## src/core/bkpu_pkg.sv

```systemverilog
/*
  Package for the breakpoint unit: register offsets, field positions,
  reset values and the encodings of the bus cycle attributes.
  Assumes a 32-bit APB slave with one register per aligned word.
*/
package bkpu_pkg;

  // --------------------------------------------------------------
  // Register indices as printed (word indices), byte addr = 4*idx
  // --------------------------------------------------------------
  localparam logic [27:0] BKPU_IDX_ADDR_HIGH = 28'h5ffff90;
  localparam logic [27:0] BKPU_IDX_ADDR_LOW = 28'h5ffff92;
  localparam logic [27:0] BKPU_IDX_MASK_HIGH = 28'h5ffff94;
  localparam logic [27:0] BKPU_IDX_MASK_LOW = 28'h5ffff96;
  localparam logic [27:0] BKPU_IDX_CYCLE_COND = 28'h5ffff98;
  localparam logic [27:0] BKPU_IDX_IRQ_STATUS = 28'h5ffff9a;
  localparam logic [27:0] BKPU_IDX_IRQ_MASK = 28'h5ffff9c;

  // --------------------------------------------------------------
  // Field positions of the cycle condition register
  // --------------------------------------------------------------
  localparam int BKPU_MASTER_SEL_LSB = 6;
  localparam int BKPU_ACCESS_TYPE_LSB = 4;
  localparam int BKPU_DIRECTION_LSB = 2;
  localparam int BKPU_SIZE_LSB = 0;
  localparam logic [15:0] BKPU_COND_WMASK = 16'h00ff;

  // --------------------------------------------------------------
  // Reset values
  // --------------------------------------------------------------
  localparam logic [15:0] BKPU_REG_RESET = 16'h0000;
  localparam logic [0:0] BKPU_IRQ_RESET = 1'h0;

  // --------------------------------------------------------------
  // Cycle attribute encodings
  // --------------------------------------------------------------
  localparam logic [1:0] BKPU_SIZE_ANY = 2'h0;
  localparam logic [1:0] BKPU_SIZE_BYTE = 2'h1;
  localparam logic [1:0] BKPU_SIZE_WORD = 2'h2;
  localparam logic [1:0] BKPU_SIZE_LONG = 2'h3;

endpackage

```

## src/core/bkpu_breakpoint_unit.sv

```systemverilog
/*
  Breakpoint unit: compares each watched bus cycle with a programmed
  address under a mask and with master, type, direction and size
  conditions, and raises a sticky user break interrupt.
  Assumes monitored cycle attributes are synchronous to core_clk and
  held valid for the cycle in which cyc_valid is high.
*/
// Design decision made here: the APB register port.
// Behaviour
// - The high address register holds break address bits 31 to 16.
// - The low address register holds break address bits 15 to 0.
// - The high mask register masks address bits 31 to 16 out of the compare.
// - The low mask register masks address bits 15 to 0 out of the compare.
// - Master select 00 disables breaks, 01 processor, 10 DMA, 11 both.
// - Access type 00 disables breaks, 01 fetch, 10 data, 11 both.
// - Direction 00 disables breaks, 01 read, 10 write, 11 both.
// - Size 00 ignores size, 01 byte, 10 word, 11 longword.
`timescale 1ns/1ps
module bkpu_breakpoint_unit (
  input wire logic core_clk,
  input wire logic rstn,
  // APB slave
  input wire logic psel,
  input wire logic penable,
  input wire logic pwrite,
  input wire logic [31:0] paddr,
  input wire logic [31:0] pwdata,
  input wire logic [3:0] pstrb,
  output logic [31:0] prdata,
  output logic pready,
  output logic pslverr,
  // Monitored bus cycle
  input wire logic cyc_valid,
  input wire logic [31:0] cyc_addr,
  input wire logic cyc_is_dma,
  input wire logic cyc_is_data,
  input wire logic cyc_is_write,
  input wire logic [1:0] cyc_size,
  // Break outputs
  output logic break_hit,
  output logic break_irq
);
  import bkpu_pkg::*;

  // --------------------------------------------------------------
  // Reset synchroniser
  // --------------------------------------------------------------
  logic rst_meta_reg;
  logic rst_sync_reg;
  logic rst_n;

  // Two-stage release of the asynchronous reset
  always_ff @(posedge core_clk or negedge rstn) begin
    if (!rstn) begin
      rst_meta_reg <= 1'b0;
      rst_sync_reg <= 1'b0;
    end else begin
      rst_meta_reg <= 1'b1;
      rst_sync_reg <= rst_meta_reg;
    end
  end
  assign rst_n = rst_sync_reg;

  // --------------------------------------------------------------
  // Register state
  // --------------------------------------------------------------
  logic [15:0] addr_high_reg;
  logic [15:0] addr_low_reg;
  logic [15:0] mask_high_reg;
  logic [15:0] mask_low_reg;
  logic [15:0] cond_reg;
  logic status_reg;
  logic irq_mask_reg;
  logic [31:0] prdata_reg;
  logic break_hit_reg;
  logic status_next;

  // --------------------------------------------------------------
  // Address decode
  // --------------------------------------------------------------
  function automatic logic sel_reg(input logic [31:0] a, input logic [27:0] idx);
    sel_reg = (a == {2'b00, idx, 2'b00}) ? 1'b1 : 1'b0;
  endfunction

  logic acc;
  logic wr_en;
  logic rd_en;
  logic hit_ah;
  logic hit_al;
  logic hit_mh;
  logic hit_ml;
  logic hit_cc;
  logic hit_st;
  logic hit_im;
  logic mapped;
  logic [15:0] wdata16;
  logic [15:0] lane_mask;
  logic [15:0] rd_mux;
  logic rd_setup;
  logic [31:0] prdata_next;

  // Access phase qualifies every write; read data is selected in the setup phase
  assign acc = psel & penable;
  assign wr_en = acc & pwrite;
  assign rd_en = acc & ~pwrite;
  assign rd_setup = psel & ~penable & ~pwrite;
  assign hit_ah = sel_reg(paddr, BKPU_IDX_ADDR_HIGH);
  assign hit_al = sel_reg(paddr, BKPU_IDX_ADDR_LOW);
  assign hit_mh = sel_reg(paddr, BKPU_IDX_MASK_HIGH);
  assign hit_ml = sel_reg(paddr, BKPU_IDX_MASK_LOW);
  assign hit_cc = sel_reg(paddr, BKPU_IDX_CYCLE_COND);
  assign hit_st = sel_reg(paddr, BKPU_IDX_IRQ_STATUS);
  assign hit_im = sel_reg(paddr, BKPU_IDX_IRQ_MASK);
  assign mapped = hit_ah | hit_al | hit_mh | hit_ml | hit_cc | hit_st | hit_im;
  assign lane_mask = {{8{pstrb[1]}}, {8{pstrb[0]}}};
  assign wdata16 = pwdata[15:0];

  // Zero-wait slave; unmapped addresses answer with an error
  assign pready = 1'b1;
  assign pslverr = acc & ~mapped;

  // Read selection
  always_comb begin
    if (hit_ah) begin
      rd_mux = addr_high_reg;
    end else if (hit_al) begin
      rd_mux = addr_low_reg;
    end else if (hit_mh) begin
      rd_mux = mask_high_reg;
    end else if (hit_ml) begin
      rd_mux = mask_low_reg;
    end else if (hit_cc) begin
      rd_mux = cond_reg;
    end else if (hit_st) begin
      rd_mux = {15'h0, status_reg};
    end else if (hit_im) begin
      rd_mux = {15'h0, irq_mask_reg};
    end else begin
      rd_mux = 16'h0000;
    end
  end

  // --------------------------------------------------------------
  // Byte-lane merge for writes
  // --------------------------------------------------------------
  function automatic logic [15:0] merge(input logic [15:0] old, input logic [15:0] nw,
                                        input logic [15:0] lm);
    merge = (old & ~lm) | (nw & lm);
  endfunction

  // Break address registers
  always_ff @(posedge core_clk or negedge rst_n) begin
    if (!rst_n) begin
      addr_high_reg <= BKPU_REG_RESET;
      addr_low_reg <= BKPU_REG_RESET;
    end else begin
      if (wr_en && hit_ah) begin
        addr_high_reg <= merge(addr_high_reg, wdata16, lane_mask);
      end
      if (wr_en && hit_al) begin
        addr_low_reg <= merge(addr_low_reg, wdata16, lane_mask);
      end
    end
  end

  // Mask registers
  always_ff @(posedge core_clk or negedge rst_n) begin
    if (!rst_n) begin
      mask_high_reg <= BKPU_REG_RESET;
      mask_low_reg <= BKPU_REG_RESET;
    end else begin
      if (wr_en && hit_mh) begin
        mask_high_reg <= merge(mask_high_reg, wdata16, lane_mask);
      end
      if (wr_en && hit_ml) begin
        mask_low_reg <= merge(mask_low_reg, wdata16, lane_mask);
      end
    end
  end

  // Cycle condition and interrupt mask; upper condition bits read zero
  always_ff @(posedge core_clk or negedge rst_n) begin
    if (!rst_n) begin
      cond_reg <= BKPU_REG_RESET;
      irq_mask_reg <= BKPU_IRQ_RESET;
    end else begin
      if (wr_en && hit_cc) begin
        cond_reg <= merge(cond_reg, wdata16, lane_mask & BKPU_COND_WMASK);
      end
      if (wr_en && hit_im && pstrb[0]) begin
        irq_mask_reg <= pwdata[0];
      end
    end
  end

  // --------------------------------------------------------------
  // Cycle comparison
  // --------------------------------------------------------------
  logic [31:0] break_addr;
  logic [31:0] ignore_bits;
  logic addr_ok;
  logic master_ok;
  logic type_ok;
  logic dir_ok;
  logic size_ok;
  logic match;
  logic [1:0] master_sel;
  logic [1:0] type_sel;
  logic [1:0] dir_sel;
  logic [1:0] size_sel;

  // Field extraction
  assign break_addr = {addr_high_reg, addr_low_reg};
  assign ignore_bits = {mask_high_reg, mask_low_reg};
  assign master_sel = cond_reg[BKPU_MASTER_SEL_LSB +: 2];
  assign type_sel = cond_reg[BKPU_ACCESS_TYPE_LSB +: 2];
  assign dir_sel = cond_reg[BKPU_DIRECTION_LSB +: 2];
  assign size_sel = cond_reg[BKPU_SIZE_LSB +: 2];

  // Per-condition checks; a 00 master, type or direction selection never matches, size 00 matches any size
  assign addr_ok = (((cyc_addr ^ break_addr) & ~ignore_bits) == 32'h00000000);
  assign master_ok = cyc_is_dma ? master_sel[1] : master_sel[0];
  assign type_ok = cyc_is_data ? type_sel[1] : type_sel[0];
  assign dir_ok = cyc_is_write ? dir_sel[1] : dir_sel[0];
  assign size_ok = (size_sel == BKPU_SIZE_ANY) || (size_sel == cyc_size);
  assign match = cyc_valid & addr_ok & master_ok & type_ok & dir_ok & size_ok;

  // Sticky status: a new hit wins over a write-one clear
  assign status_next = match | (status_reg & ~(wr_en & hit_st & pstrb[0] & pwdata[0]));

  // Read data captured in the setup cycle, zero in every other cycle
  assign prdata_next = rd_setup ? {16'h0000, rd_mux} : 32'h00000000;

  // Status, hit pulse and read data flops
  always_ff @(posedge core_clk or negedge rst_n) begin
    if (!rst_n) begin
      status_reg <= BKPU_IRQ_RESET;
      break_hit_reg <= 1'b0;
      prdata_reg <= 32'h00000000;
    end else begin
      status_reg <= status_next;
      break_hit_reg <= match;
      prdata_reg <= prdata_next;
    end
  end

  // Read data stands from a flop for the access phase only
  assign prdata = prdata_reg;
  assign break_hit = break_hit_reg;
  assign break_irq = status_reg & irq_mask_reg;
endmodule

```

## config.mk

```make
export PLATFORM = sky130hd
export DESIGN_NAME = bkpu_breakpoint_unit
export DESIGN_NICKNAME = d
export VERILOG_FILES = /design/src/core/bkpu_pkg.sv /design/src/core/bkpu_breakpoint_unit.sv
export SDC_FILE = /design/constraint.sdc
export NUM_CORES = 1
export LEC_CHECK = 0
export ABC_AREA = 1
export BUFFER_PORTS_ARGS = -buffer_cell sky130_fd_sc_hd__buf_4
export CORE_UTILIZATION = 43
export CTS_BUF_LIST = sky130_fd_sc_hd__clkbuf_16
export DETAILED_ROUTE_END_ITERATION = 12
export GPL_TIMING_DRIVEN = 0
export PLACE_DENSITY = 0.77
export SYNTH_ARGS = -nofsm -noshare
export SYNTH_HDL_FRONTEND = slang
export SYNTH_SLANG_ARGS = --single-unit
```

## constraint.sdc

```tcl
create_clock -name core_clk -period 3.3 [get_ports core_clk]
set_input_delay 0 -clock core_clk [delete_from_list [all_inputs] [get_ports core_clk]]
set_output_delay 0 -clock core_clk [all_outputs]
set_load 0.02 [all_outputs]
```

Yosys cells after proc, flatten, opt, wreduce, memory -nomap -nowiden
Index checks and enable logic that the tools add are counted.
{ "word_totals": {"register_bits": 101, "inputBits": 111, "out_inout_bits": 36, "elab_cells": 90} }
{ "classes": {"eq_ne": 8, "muxes": 18, "bitwise": 43, "n_reduce_logical": 10} }
{ "ops": {"columns": ["cell", "count"], "rows": [
  ["32-bit by 29-bit == test with 1-bit output (second input constant)", 7],
  ["16-bit AND", 6],
  ["16-bit two-way mux", 6],
  ["16-bit bitwise OR", 5],
  ["32-bit AND", 1],
  ["32-bit zero test", 1],
  ["32-bit NOT", 1],
  ["32-bit bitwise XOR", 1],
  ["16-bit by 8-bit AND with 16-bit output", 1],
  ["16-bit NOT", 1],
  ["8-bit NOT with 16-bit output", 1],
  ["1-bit AND", 15],
  ["1-bit two-way mux", 12],
  ["1-bit logical AND", 7],
  ["1-bit bitwise OR", 7],
  ["1-bit NOT", 4],
  ["2-bit == test", 1],
  ["2-bit zero test", 1],
  ["1-bit logical OR", 1]
]} }

Longest topological paths before layout
Gate-level depths: netlist (run 1).
{ "depth": {"word_depth": 10, "depth_mapped": 14, "depth_no_buf": 13} }

Least setup slack after synthesis (run 1)
Ideal clock, no wire load.
{ "synth_path": {"path_kind": "in2reg", "startpoint": "input paddr[8]", "endpoint": "register with a tool-made name", "setup_ps": 123, "t_arrival_ps": 1135, "t_required_ps": 3177, "slack_ps": 2042, "cell_stages": 11, "n_path_buf": 1, "cell_sequence": "inv_1 > nand2_1 > nor2_1 > nand2_2 > nor2_4 > nand2_4 > nor2_8 > nand2_2 > buf_2 > nand2_1 > o21ai_1"} }
{ "synth_rtl": {"columns": ["element", "line_no", "source"], "rows": [
  ["start: declaration", "bkpu_breakpoint_unit.sv:26", "input wire logic [31:0] paddr,"]
]} }

Worst setup path after layout (run 1)
{ "layout_path": {"startpoint": "input paddr[1]", "endpoint": "output pslverr"} }
{ "layout_between": {"elab_chain_cells": 10, "elab_cells_between_ends": 22, "cone_classes": "eq/ne: 7; mux: 7; bitwise: 8"} }
{ "layout_lines": {"columns": ["element", "line_no", "source"], "rows": [
  ["32-bit by 29-bit == test with 1-bit output", "bkpu_breakpoint_unit.sv:82", "sel_reg = (a == {2'b00, idx, 2'b00}) ? 1'b1 : 1'b0;"],
  ["1-bit two-way mux", "bkpu_breakpoint_unit.sv:82", null],
  ["1-bit bitwise OR (5 in series)", "bkpu_breakpoint_unit.sv:114", "assign mapped = hit_ah | hit_al | hit_mh | hit_ml | hit_cc | hit_st | hit_im;"],
  ["1-bit bitwise OR (*)", "bkpu_breakpoint_unit.sv:114", null],
  ["1-bit NOT (*)", "bkpu_breakpoint_unit.sv:120", "assign pslverr = acc & ~mapped;"],
  ["1-bit AND (*)", "bkpu_breakpoint_unit.sv:120", null],
  ["end: declaration", "bkpu_breakpoint_unit.sv:31", "output logic pslverr,"]
]} }
Every way passes the cells marked *; elsewhere a longest branch is shown, timed or not.

==> metrics.md, run 1 <==
| Metric | Value |
|---|---|
| Status | finished, final reports clean |
| Critical-path cell list | buf_4 > nor2_2 > nand2_1 > nor2_4 > nand2_4 > nor2_8 > inv_2 > buf_2 > nand4_1 > nor3_1 > buf_4 |
| Crit path kind | in2out |
| Number of vias per cell | 5.22 |
| Core box area | 11400 sq um |
| Leak | 3.27 nW |
| Seq cells post-synth | 93 |
| R2R setup slack | 1.69 ns |
| Total CTS buffers | 9 |
| Die ar. | 12100 sq um |
| Pin count of the biggest net entering global routing | 71 |
| Total global routing overflow | 0 |
| Worst path top cell family by delay | simple AND/OR/NAND/NOR gates |
| Final Setup Violations | 0 |
| N_diodes | 0 |
| Layout cells sized above 1 | 23.9% |
| CTS tree | yes |
| Asr flop ratio synth | 100% |
| Initial Utilization | 44.0% |
| Pint | 1.83 mW |
| Layout net count | 900 |
| Clk network pwr share | 42.3% |
| Global-route wire length before repair | 22500 um |
| Critical Path Fanout Max | 10 |
| Flop pwr share | 48.0% |
| FP Rows | 39 |
| Area delta synth->final | 29.9% |
| Ports | 147 |
| Count of pins over their slew limit | 0 |
| Pre-Repair DR Iteration Count | 7 |
| VDD IR-drop max | 216 uV |
| Synth Area in Adders | 0% |
| Synth cell types | 34 |
| Clock Sinks | 93 |
| Critical path's most frequent cell | buf_4 |
| Most used DFF post-synth | dfrtp_1 |
| F_max | 581 MHz |
| Headroom to the max-slew limit | 43.4% |
| Clock Root Buffer | clkbuf_16 |
| Psw | 557 uW |
| Max-Cap Viols | 0 |
| Die X | 110 um |
| Port Buffer Count | 111 |
| Worst reg2reg path endpoint | status_reg |
| Post-layout util | 57.1% |
| Setup_tns | 0 ns |
| Die span in y | 110 um |
| Routability cong. | 0.840 |
| CP Data Required Time | 3.30 ns |
| CP peak stage delay | 0.33 ns |
| DRT iter0 DRCs | 498 |
| Drt total wl | 14500 um |
| Drt wl/cell | 15.5 um |
| Hold WS | 0.00594 ns |
| Slowest CP cell | nor2_4 |
| Post-synth EDFFs | 0 |
| Synth warn | 0 |
| Max Buffers Root-to-Sink | 2 |
| Antenna Nets Post-Route | 0 |
| Period utilisation layout | 52.1% |
| Post-cts resize count | 0 |
| R2R cell count | 8 |
| Worst Tran Pin Value | 0.845 ns |
| Syn avg cell area | 7.86 sq um |
| Clock Latency Late Sink | 0.34 ns |
| WP buf/inv | 4 |
| Switching Share | 23.3% |
| Vias post-DR | 4894 |
| Synthesized-area fraction occupied by ao, oa, aoi and oai cells | 15.9% |
| Power density cells | 366 nW/um^2 |
| Clk_skew | 0.00440 ns |
| Hold path start | pwdata[5] |
| Initial antenna violation count | 0 |
| Largest family of logic cells by synthesized area | simple AND/OR/NAND/NOR gates |
| Tmin final | 1.72 ns |
| Final hold viol count | 0 |
| Post-synthesis xor/xnor area fraction | 2.27% |
| Total track usage | 25.0% |
| Hold path depth | 3 |
| Combinational share of power | 9.7% |
| Worst setup SP type | primary input |
| CTS H-Tree Depth | 3 |
| Clock-pin slew on the worst setup and hold paths | 0.06 ns |
| Critical path capture point type | output pin |
| Synthesized area | 5020 sq um |
| Sequential area share after synthesis | 46.3% |
| Unrepaired setup endpoints after global routing | no |
| Simple-gate share of the synthesized area | 26.1% |
| Cells after synthesis | 639 |
| Vias in the first global route | 4431 |
| Worst path arrival time | 1.72 ns |
| Min-delay worst type | in2reg |
| Fillers | 1105 |
| # DRC | 0 |
| DP HPWL | 10900 um |
| Multiplexer share of the synthesized area | 0% |
logic make-up (layout without fill, tap and decap cells):
| logic type | count (synthesis) | after routing |
|---|---|---|
| flops | 93 | 93 |
| compound gates | 155 | 155 |
| other cells | 2 | 18 |
| buf+inv | 91 | 230 |
| xor+xnor | 13 | 13 |
| simple gates | 285 | 285 |
tightest hold or removal path: cells and delay by family:
family / cells / cell delay (ns)
buffers and inverters: 2 / 0.17
AOI/OAI and AO/OA: 1 / 0.14
power groups by stage:
stage	registers, mW	logic (mW)	clock network (mW)
global placement	1.18	0.198	0
CTS	1.15	0.231	1.01
finish	1.15	0.232	1.01
floorplan	1.18	0.0851	0
global route	1.15	0.257	1.06
detailed placement	1.17	0.220	0
how the worst max path moves through the flow:
stage,start,to,slack (ns),cells past startpoint
floorplan,rst_n,asynchronous set/reset pin,0.52,0
global placement,rst_n,prdata[6],-0.52,0
detailed placement,penable,prdata[1],1.37,4
CTS,paddr[1],pslverr,1.59,11
global route,paddr[3],pslverr,1.47,11
finish,paddr[1],pslverr,1.58,11
placed cells by master, fill, tap and decap left out, drive strengths merged:
master	netlist	routed
nor3	9	9
clkbuf	2	11
nor4	1	1
nand3b	1	1
nand4	18	18
xnor2	13	13
nand3	19	19
dlygate4sd3	0	11
conb	2	18
o21a	1	1
and3	1	1
clkinv	2	8
a21oi	40	40
nor2	42	42
bufinv	0	1
buf	33	145
dfrtp	93	93
o31ai	1	1
o21ai	103	103
nand2	194	194
a31oi	5	5
o2111ai	2	2
a21boi	1	1
o22ai	2	2
inv	54	54
synthesized netlist by cell type, types with 9 or more instances:
master,count,area share (%)
nand2_1,181,14
dfrtp_1,93,46
o21ai_0,52,5.2
o21ai_1,51,5.1
inv_1,49,3.7
a21oi_1,40,4.0
nor2_1,35,2.6
buf_4,21,3.1
nand4_1,18,2.2
nand3_1,16,1.6
xnor2_1,13,2.3
nor3_1,9,0.90
routing by layer:
layer / vias up / wire (um) / track usage [%]
li1: 2380 / - / -
met1: 2244 / 6120 / 33.9
met2: 240 / 6710 / 40.4
met3: 30 / 1240 / 4.17
met4: 0 / 418 / 8.95
met5: - / 0 / 0
stage by stage:
stage	area, sq um	worst slack [ns]	total power [mW]	std cells
after global routing	6520	1.47	2.47	937
after detailed placement	6130	1.37	1.39	910
after floorplan	5080	0.518	1.26	655
after CTS	6520	1.59	2.39	937
after global placement	6100	-0.520	1.38	909
final	6520	1.58	2.39	937
timing repair:
action	4_1_cts	5_1_grt
hold buffers	11	0
hold endpoints to repair	30	0
buffers inserted	0	0
final cells by class:
class                      count  area [sq um]  share of cell area [%]
clock inverter                 7          56.3                   0.863
multi-input combinational    471          2300                    35.2
buffer                        35           250                    3.84
inverter                      56           213                    3.26
clock buffer                   9           225                    3.45
tap                          143           179                    2.74
timing repair buffer         123           971                    14.9
sequential                    93          2330                    35.7
(Power assumes the default switching activity.)
==> run 2: changes to the inputs <==
Settings changed: ABC_AREA 1 to 0, PLACE_DENSITY 0.77 to 0.78.
Clock period 3.3 ns to 1.7 ns, I/O delays scaled along.
==> metrics.md, run 2 <==
| Metric | Value |
|---|---|
| Total CTS buffers | 9 (unchanged) |
| Total global routing overflow | 0 (unchanged) |
| Leak | 3.12 nW (was 3.27 nW) |
| Clk_skew | 0.00546 ns (was 0.00440 ns) |
| Failing checks | negative setup slack |
| Period utilisation layout | 102% |
| Syn avg cell area | 11.9 sq um (was 7.86 sq um) |
| Global-route wire length before repair | 20500 um (was 22500 um) |
| Most frequent cells in the layout | 129 x buf_4, 92 x dfrtp_1, 62 x mux2_2 (was 181 x nand2_1, 132 x buf_4, 92 x dfrtp_1) |
| Post-synth top cells | 93 x dfrtp_1, 67 x mux2_2, 32 x xnor2_1, 24 x nand2_1 (was 181 x nand2_1, 93 x dfrtp_1, 52 x o21ai_0, 51 x o21ai_1, 49 x inv_1) |
| Drt wl/cell | 19.9 um (was 15.5 um) |
| Synth warn | 0 (unchanged) |
| DP HPWL | 9910 um (was 10900 um) |
| VDD IR-drop max | 450 uV (was 216 uV) |
| Initial antenna violation count | 0 (unchanged) |
| CTS tree | yes (unchanged) |
| Met3 WL post-DR | 1290 um (was 1240 um) |
| Fillers | 885 (was 1105) |
| Number of vias per cell | 5.75 (was 5.22) |
| Max Buffers Root-to-Sink | 2 (unchanged) |
| Layout net count | 682 (was 900) |
| Initial Utilization | 44.6% (was 44.0%) |
| N_diodes | 0 (unchanged) |
| Most common cell after layout, fill and taps aside | buf_4 (was nand2_1) |
| Met1 wire length | 5470 um (was 6120 um) |
| Setup_tns | -0.233 ns (was 0 ns) |
| Tmin final | 1.73 ns |
| Worst reg2reg path endpoint | status_reg (unchanged) |
| Die X | 108 um (was 110 um) |
| Max-Cap Viols | 0 (unchanged) |
| Max Used Layer | met4 (unchanged) |
| Drt total wl | 14200 um (was 14500 um) |
| Area delta synth->final | 35.1% (was 29.9%) |
| Hold path depth | 4 (was 3) |
| R2R setup slack | 0.10 ns (was 1.69 ns) |
| # DRC | 0 (unchanged) |
| Crit path kind | in2reg (was in2out) |
| R2R cell count | 5 (was 8) |
| Asr flop ratio synth | 100% (unchanged) |
| Pre-Repair DR Iteration Count | 5 (was 7) |
| Metal2 WL | 6850 um (was 6710 um) |
| Most used DFF post-synth | dfrtp_1 (unchanged) |
| DP Area | 5970 sq um (was 6130 sq um) |
| Post-synth EDFFs | 0 (unchanged) |
| Die ar. | 11800 sq um (was 12100 sq um) |
| Worst setup SP type | primary input (unchanged) |
| Clock Sinks | 93 (unchanged) |
| Synth cell types | 49 (was 34) |
| Synthesized area | 4870 sq um (was 5020 sq um) |
| Core box area | 10900 sq um (was 11400 sq um) |
| Vias in the first global route | 3893 (was 4431) |
| Setup ws final | -0.0321 ns (was 1.58 ns) |
| Headroom to the max-slew limit | 57.5% (was 43.4%) |
| Design Power | 4.46 mW (was 2.39 mW) |
| Routability cong. | 0.951 (was 0.840) |
| Flop pwr share | 50.0% (was 48.0%) |
| Seq cells post-synth | 93 (unchanged) |
| Clock Latency Late Sink | 0.34 ns (about the same) |
| Psw | 1.03 mW (was 557 uW) |
| Status | finished with violations (was finished, final reports clean) |
| Pre-CTS WS | -0.501 ns (was 1.37 ns) |
| Final hold viol count | 0 (unchanged) |
| Clock Root Buffer | clkbuf_16 (unchanged) |
| Switching Share | 23.1% (was 23.3%) |
| Synth top area cells | dfrtp_1 48%, mux2_2 15%, xnor2_1 5.8%, buf_4 2.6%, o22ai_1 2.1% (was dfrtp_1 46%, nand2_1 14%, o21ai_0 5.2%, o21ai_1 5.1%, a21oi_1 4.0%) |
| Worst Tran Pin Value | 0.638 ns (was 0.845 ns) |
| Die span in y | 108 um (was 110 um) |
| CTS H-Tree Depth | 3 (unchanged) |
| Antenna Nets Post-Route | 0 (unchanged) |
| Power density cells | 678 nW/um^2 (was 366 nW/um^2) |
| Layout cells sized above 1 | 43.2% (was 23.9%) |
| Dpl cells | 675 (was 910) |
| Min-delay worst type | in2reg (unchanged) |
| Sequential area share after synthesis | 47.8% (was 46.3%) |
| Count of pins over their slew limit | 0 (unchanged) |
| Critical path capture point type | register (was output pin) |
| Clk network pwr share | 39.0% (was 42.3%) |
| Sequential cell area | 2330 sq um (unchanged) |
| Clock-pin slew on the worst setup and hold paths | 0.06 ns (about the same) |
| Crit path launch | paddr[30] (was paddr[1]) |
| Unrepaired setup endpoints after global routing | yes (was no) |
| F_max | 577 MHz |
| Vias post-DR | 4102 (was 4894) |
| Synth top area share | 47.8% (was 46.3%) |
| Pin count of the biggest net entering global routing | 61 (was 71) |
| CP Data Required Time | 1.93 ns (was 3.30 ns) |
| Post-layout util | 60.2% (was 57.1%) |
| Fin cells | 714 (was 937) |
| Critical Path Fanout Max | 8 (was 10) |
| Count leader, synth | dfrtp_1 (was nand2_1) |
| FP Rows | 38 (was 39) |
| Cells after synthesis | 409 (was 639) |
| Total track usage | 24.0% (was 25.0%) |
| Multi-input logic area | 2460 sq um (was 2300 sq um) |
| Worst path arrival time | 1.96 ns (was 1.72 ns) |
| Final Setup Violations | 14 (was 0) |
| Pint | 3.43 mW (was 1.83 mW) |
| Combinational share of power | 10.9% (was 9.7%) |
| Port Buffer Count | 109 (was 111) |
| Hold WS | 0.126 ns (was 0.00594 ns) |
| Finished Cell Area | 6580 sq um (was 6520 sq um) |
| DRT iter0 DRCs | 343 (was 498) |
| Ports | 147 (unchanged) |
| Yosys top cell by area | dfrtp_1 (unchanged) |
run 2: kinds of logic after synthesis:
logic type	synth area share, %
muxes	17.7
other	0.154
xor gates and xnor gates	5.75
AOI/OAI and AO/OA	10.5
and+or+nand+nor	13.6
DFF	47.8
buffers and inverters	4.47
run 2: cell type report:
cell class	instances	area share, %
Multi-Input combinational cell	294	37.3
Inverter	4	0.228
Buffer	33	3.29
Sequential cell	93	35.4
Timing Repair Buffer	136	17.3
Clock buffer	9	3.42
Clock inverter	5	0.361
Tap cell	140	2.66
run 2: critical path, cell delays in order:
cell,delay [ns]
buf_6,0.09
or4b_4,0.54
nor4_4,0.34
and2_4,0.26
buf_12,0.14
nand4_4,0.11
buf_12,0.19
mux2_4,0.29
run 2: power by group through the flow:
stage | clock network (mW) | registers [mW] | logic (mW)
6_report | 1.74 | 2.23 | 0.488
5_1_grt | 1.85 | 2.23 | 0.524
4_1_cts | 1.76 | 2.23 | 0.482
3_5_place_dp | 0 | 2.27 | 0.443
3_3_place_gp | 0 | 2.30 | 0.405
2_1_floorplan | 0 | 2.29 | 0.173
run 2: worst min path at each step:
stage	endpoint	slack, ns	start
6_report	prdata[0]	0.13	paddr[0]
5_1_grt	prdata[0]	0.15	paddr[0]
4_1_cts	prdata[0]	0.11	paddr[0]
3_5_place_dp	rst_meta_reg	-0.22	rstn
3_3_place_gp	rst_meta_reg	-0.22	rstn
2_1_floorplan	rst_meta_reg	-0.30	rstn
run 2: timing repair:
| item | in CTS | in global routing |
|---|---|---|
| setup endpoints to repair | 52 | 41 |
| hold buffers | 19 | 0 |
| endpoints found under the hold margin | 77 | 0 |
| pin swaps | 2 | 5 |
| gates resized for setup | 2 | 28 |
| setup buffers | 4 | 2 |
| gates cloned | 0 | 1 |
run 2: routing by layer:
metal | vias to the layer above | global-route usage, %
met3 | 47 | 6.03
li1 | 1814 | -
met5 | - | 0
met4 | 0 | 10.8
met2 | 256 | 40.0
met1 | 1985 | 29.2
==> run 3: changes to the inputs <==
Settings changed: CORE_UTILIZATION 43 to 35, PLACE_DENSITY 0.78 to 0.67.
==> metrics.md, run 3 (synthesis results as in run 2) <==
| Metric | Value |
|---|---|
| Pre-CTS WS | -0.515 ns (was -0.501 ns) |
| DP HPWL | 10400 um (was 9910 um) |
| Most common cell after layout, fill and taps aside | buf_4 (unchanged) |
| Pin count of the biggest net entering global routing | 73 (was 61) |
| Worst path top cell family by delay | simple AND/OR/NAND/NOR gates (unchanged) |
| Number of vias per cell | 5.29 (was 5.75) |
| Finished Cell Area | 6680 sq um (was 6580 sq um) |
| CTS H-Tree Depth | 3 (unchanged) |
| VDD IR-drop max | 358 uV (was 450 uV) |
| Worst Tran Pin Value | 0.645 ns (was 0.638 ns) |
| Setup ws final | 0.00381 ns (was -0.0321 ns) |
| # DRC | 0 (unchanged) |
| Die X | 120 um (was 108 um) |
| Unrepaired setup endpoints after global routing | yes (unchanged) |
| Combinational share of power | 10.3% (was 10.9%) |
| Pre-Repair DR Iteration Count | 5 (unchanged) |
| Drt total wl | 14500 um (was 14200 um) |
| Die ar. | 14400 sq um (was 11800 sq um) |
| Critical Path Fanout Max | 8 (unchanged) |
| Total CTS buffers | 9 (unchanged) |
| Worst path arrival time | 1.92 ns (was 1.96 ns) |
| Vias post-DR | 4007 (was 4102) |
| Antenna Nets Post-Route | 0 (unchanged) |
| N_diodes | 0 (unchanged) |
| Clock Sinks | 93 (unchanged) |
| Headroom to the max-slew limit | 57.0% (was 57.5%) |
| Power density cells | 720 nW/um^2 (was 678 nW/um^2) |
| DP Area | 6010 sq um (was 5970 sq um) |
| CTS tree | yes (unchanged) |
| Max-Cap Viols | 0 (unchanged) |
| Ports | 147 (unchanged) |
| Layout net count | 688 (was 682) |
| F_max | 590 MHz (was 577 MHz) |
| Most frequent cells in the layout | 136 x buf_4, 92 x dfrtp_1, 67 x mux2_2 (was 129 x buf_4, 92 x dfrtp_1, 62 x mux2_2) |
| Clock Root Buffer | clkbuf_16 (unchanged) |
| CP peak stage delay | 0.54 ns (about the same) |
| Post-layout util | 49.9% (was 60.2%) |
| Max Buffers Root-to-Sink | 2 (unchanged) |
| Hold WS | 0.0917 ns (was 0.126 ns) |
| Design Power | 4.81 mW (was 4.46 mW) |
| Critical-path cell list | buf_6 > or4b_4 > nor4_4 > and2_4 > buf_12 > nand4_4 > mux2_1 (was buf_6 > or4b_4 > nor4_4 > and2_4 > buf_12 > nand4_4 > buf_12 > mux2_4) |
| Leak | 3.15 nW (was 3.12 nW) |
| Clock Latency Late Sink | 0.35 ns (was 0.34 ns) |
| Final hold viol count | 0 (unchanged) |
| Tmin final | 1.70 ns (was 1.73 ns) |
| Critical path capture point type | register (unchanged) |
| Drt wl/cell | 19.2 um (was 19.9 um) |
| Die span in y | 120 um (was 108 um) |
| Clk_skew | 0.00404 ns (was 0.00546 ns) |
| Final Setup Violations | 0 (was 14) |
| Period utilisation layout | 99.8% (was 102%) |
| Initial antenna violation count | 0 (unchanged) |
| Initial Utilization | 36.4% (was 44.6%) |
| DRT iter0 DRCs | 256 (was 343) |
| FP Rows | 42 (was 38) |
| Port Buffer Count | 109 (unchanged) |
| Global-route wire length before repair | 21900 um (was 20500 um) |
| Pint | 3.74 mW (was 3.43 mW) |
| Min-delay worst type | in2reg (unchanged) |
| Total track usage | 20.7% (was 24.0%) |
| Area delta synth->final | 37.1% (was 35.1%) |
| Psw | 1.07 mW (was 1.03 mW) |
| Total global routing overflow | 0 (unchanged) |
| Status | finished, final reports clean (was finished with violations) |
| Routability cong. | 0.911 (was 0.951) |
| Fillers | 1215 (was 885) |
| CP Data Required Time | 1.93 ns (about the same) |
| Slowest CP cell | or4b_4 (unchanged) |
| Clock-pin slew on the worst setup and hold paths | 0.06 ns (about the same) |
| Switching Share | 22.2% (was 23.1%) |
| Count of pins over their slew limit | 0 (unchanged) |
| Layout cells sized above 1 | 43.5% (was 43.2%) |
| Worst setup SP type | primary input (unchanged) |
| Crit path kind | in2reg (unchanged) |
| Clk network pwr share | 43.4% (was 39.0%) |
| Vias in the first global route | 4047 (was 3893) |
| Flop pwr share | 46.2% (was 50.0%) |
| Core box area | 13400 sq um (was 10900 sq um) |
| WP buf/inv | 2 (was 3) |
## run 3: changes by cell type in the layout (fill, tap and decap cells not counted), sizes merged
cell      delta
buf          +6
bufinv       +2
clkinv       +3
clkinvlp     -1
inv          -2
## run 3: repair_timing
item,4_1_cts,5_1_grt
buffers inserted,11,2
hold endpoints to repair,77,0
gates resized for setup,8,10
endpoints found under the setup margin,53,40
cloned,0,0
hold buffers,19,0
pin swaps,3,2
## run 3: through the flow
stage,cells,TNS [ns]
2_1_floorplan,425,-0.116
3_3_place_gp,710,-70.66
3_5_place_dp,711,-32.65
4_1_cts,756,-0.00452
5_1_grt,758,-0.140
6_report,758,0
## run 3: per-layer routing
| layer | GRT usage, % | vias up | share of wire, % |
|---|---|---|---|
| met5 | 0 | - | 0 |
| met2 | 33.3 | 182 | 47 |
| met3 | 5.23 | 33 | 6.4 |
| met1 | 26.1 | 1967 | 43 |
| li1 | - | 1825 | - |
| met4 | 8.83 | 0 | 3.4 |
## run 3: final timing paths
| check | from | end | slack [ns] | depth (start not counted) |
|---|---|---|---|---|
| worst max register to register | register | break_hit | 0.05 | 5 |
| worst max-delay path | paddr[31] | register | 0.004 | 7 |
| max in group asynchronous | rst_n | asynchronous set/reset pin | 0.82 | 1 |
| min in group asynchronous | rst_n | asynchronous set/reset pin | 0.21 | 0 |
| worst min register to register | rst_n | asynchronous set/reset pin | 0.21 | 0 |
| worst min-delay path | paddr[2] | prdata[0] | 0.09 | 4 |
## run 3: cell type report
cell class                      instances  area, sq um  share of cell area (%)
Buffer                                 33          213                    3.18
Clock buffer                            9          225                    3.37
Multi-Input combinational cell        294         2440                    36.6
Timing Repair Buffer                  142         1150                    17.3
Clock inverter                          7         81.3                    1.22
Inverter                                4         15.0                   0.225
Sequential cell                        93         2330                    34.9
Tap cell                              176          220                    3.30
## run 3: power by group through the flow
| stage | clock (mW) | sequential, mW | combinational [mW] |
|---|---|---|---|
| 2_1_floorplan | 0 | 2.29 | 0.173 |
| 3_3_place_gp | 0 | 2.30 | 0.410 |
| 3_5_place_dp | 0 | 2.27 | 0.455 |
| 4_1_cts | 2.13 | 2.23 | 0.496 |
| 5_1_grt | 2.22 | 2.23 | 0.532 |
| 6_report | 2.09 | 2.23 | 0.497 |
## run 3: worst min-delay path, delay by kind of cell
| family | cells | cell delay, ns |
|---|---|---|
| AOI/OAI and AO/OA | 1 | 0.06 |
| buffers and inverters | 1 | 0.10 |
| and+or+nand+nor | 2 | 0.24 |
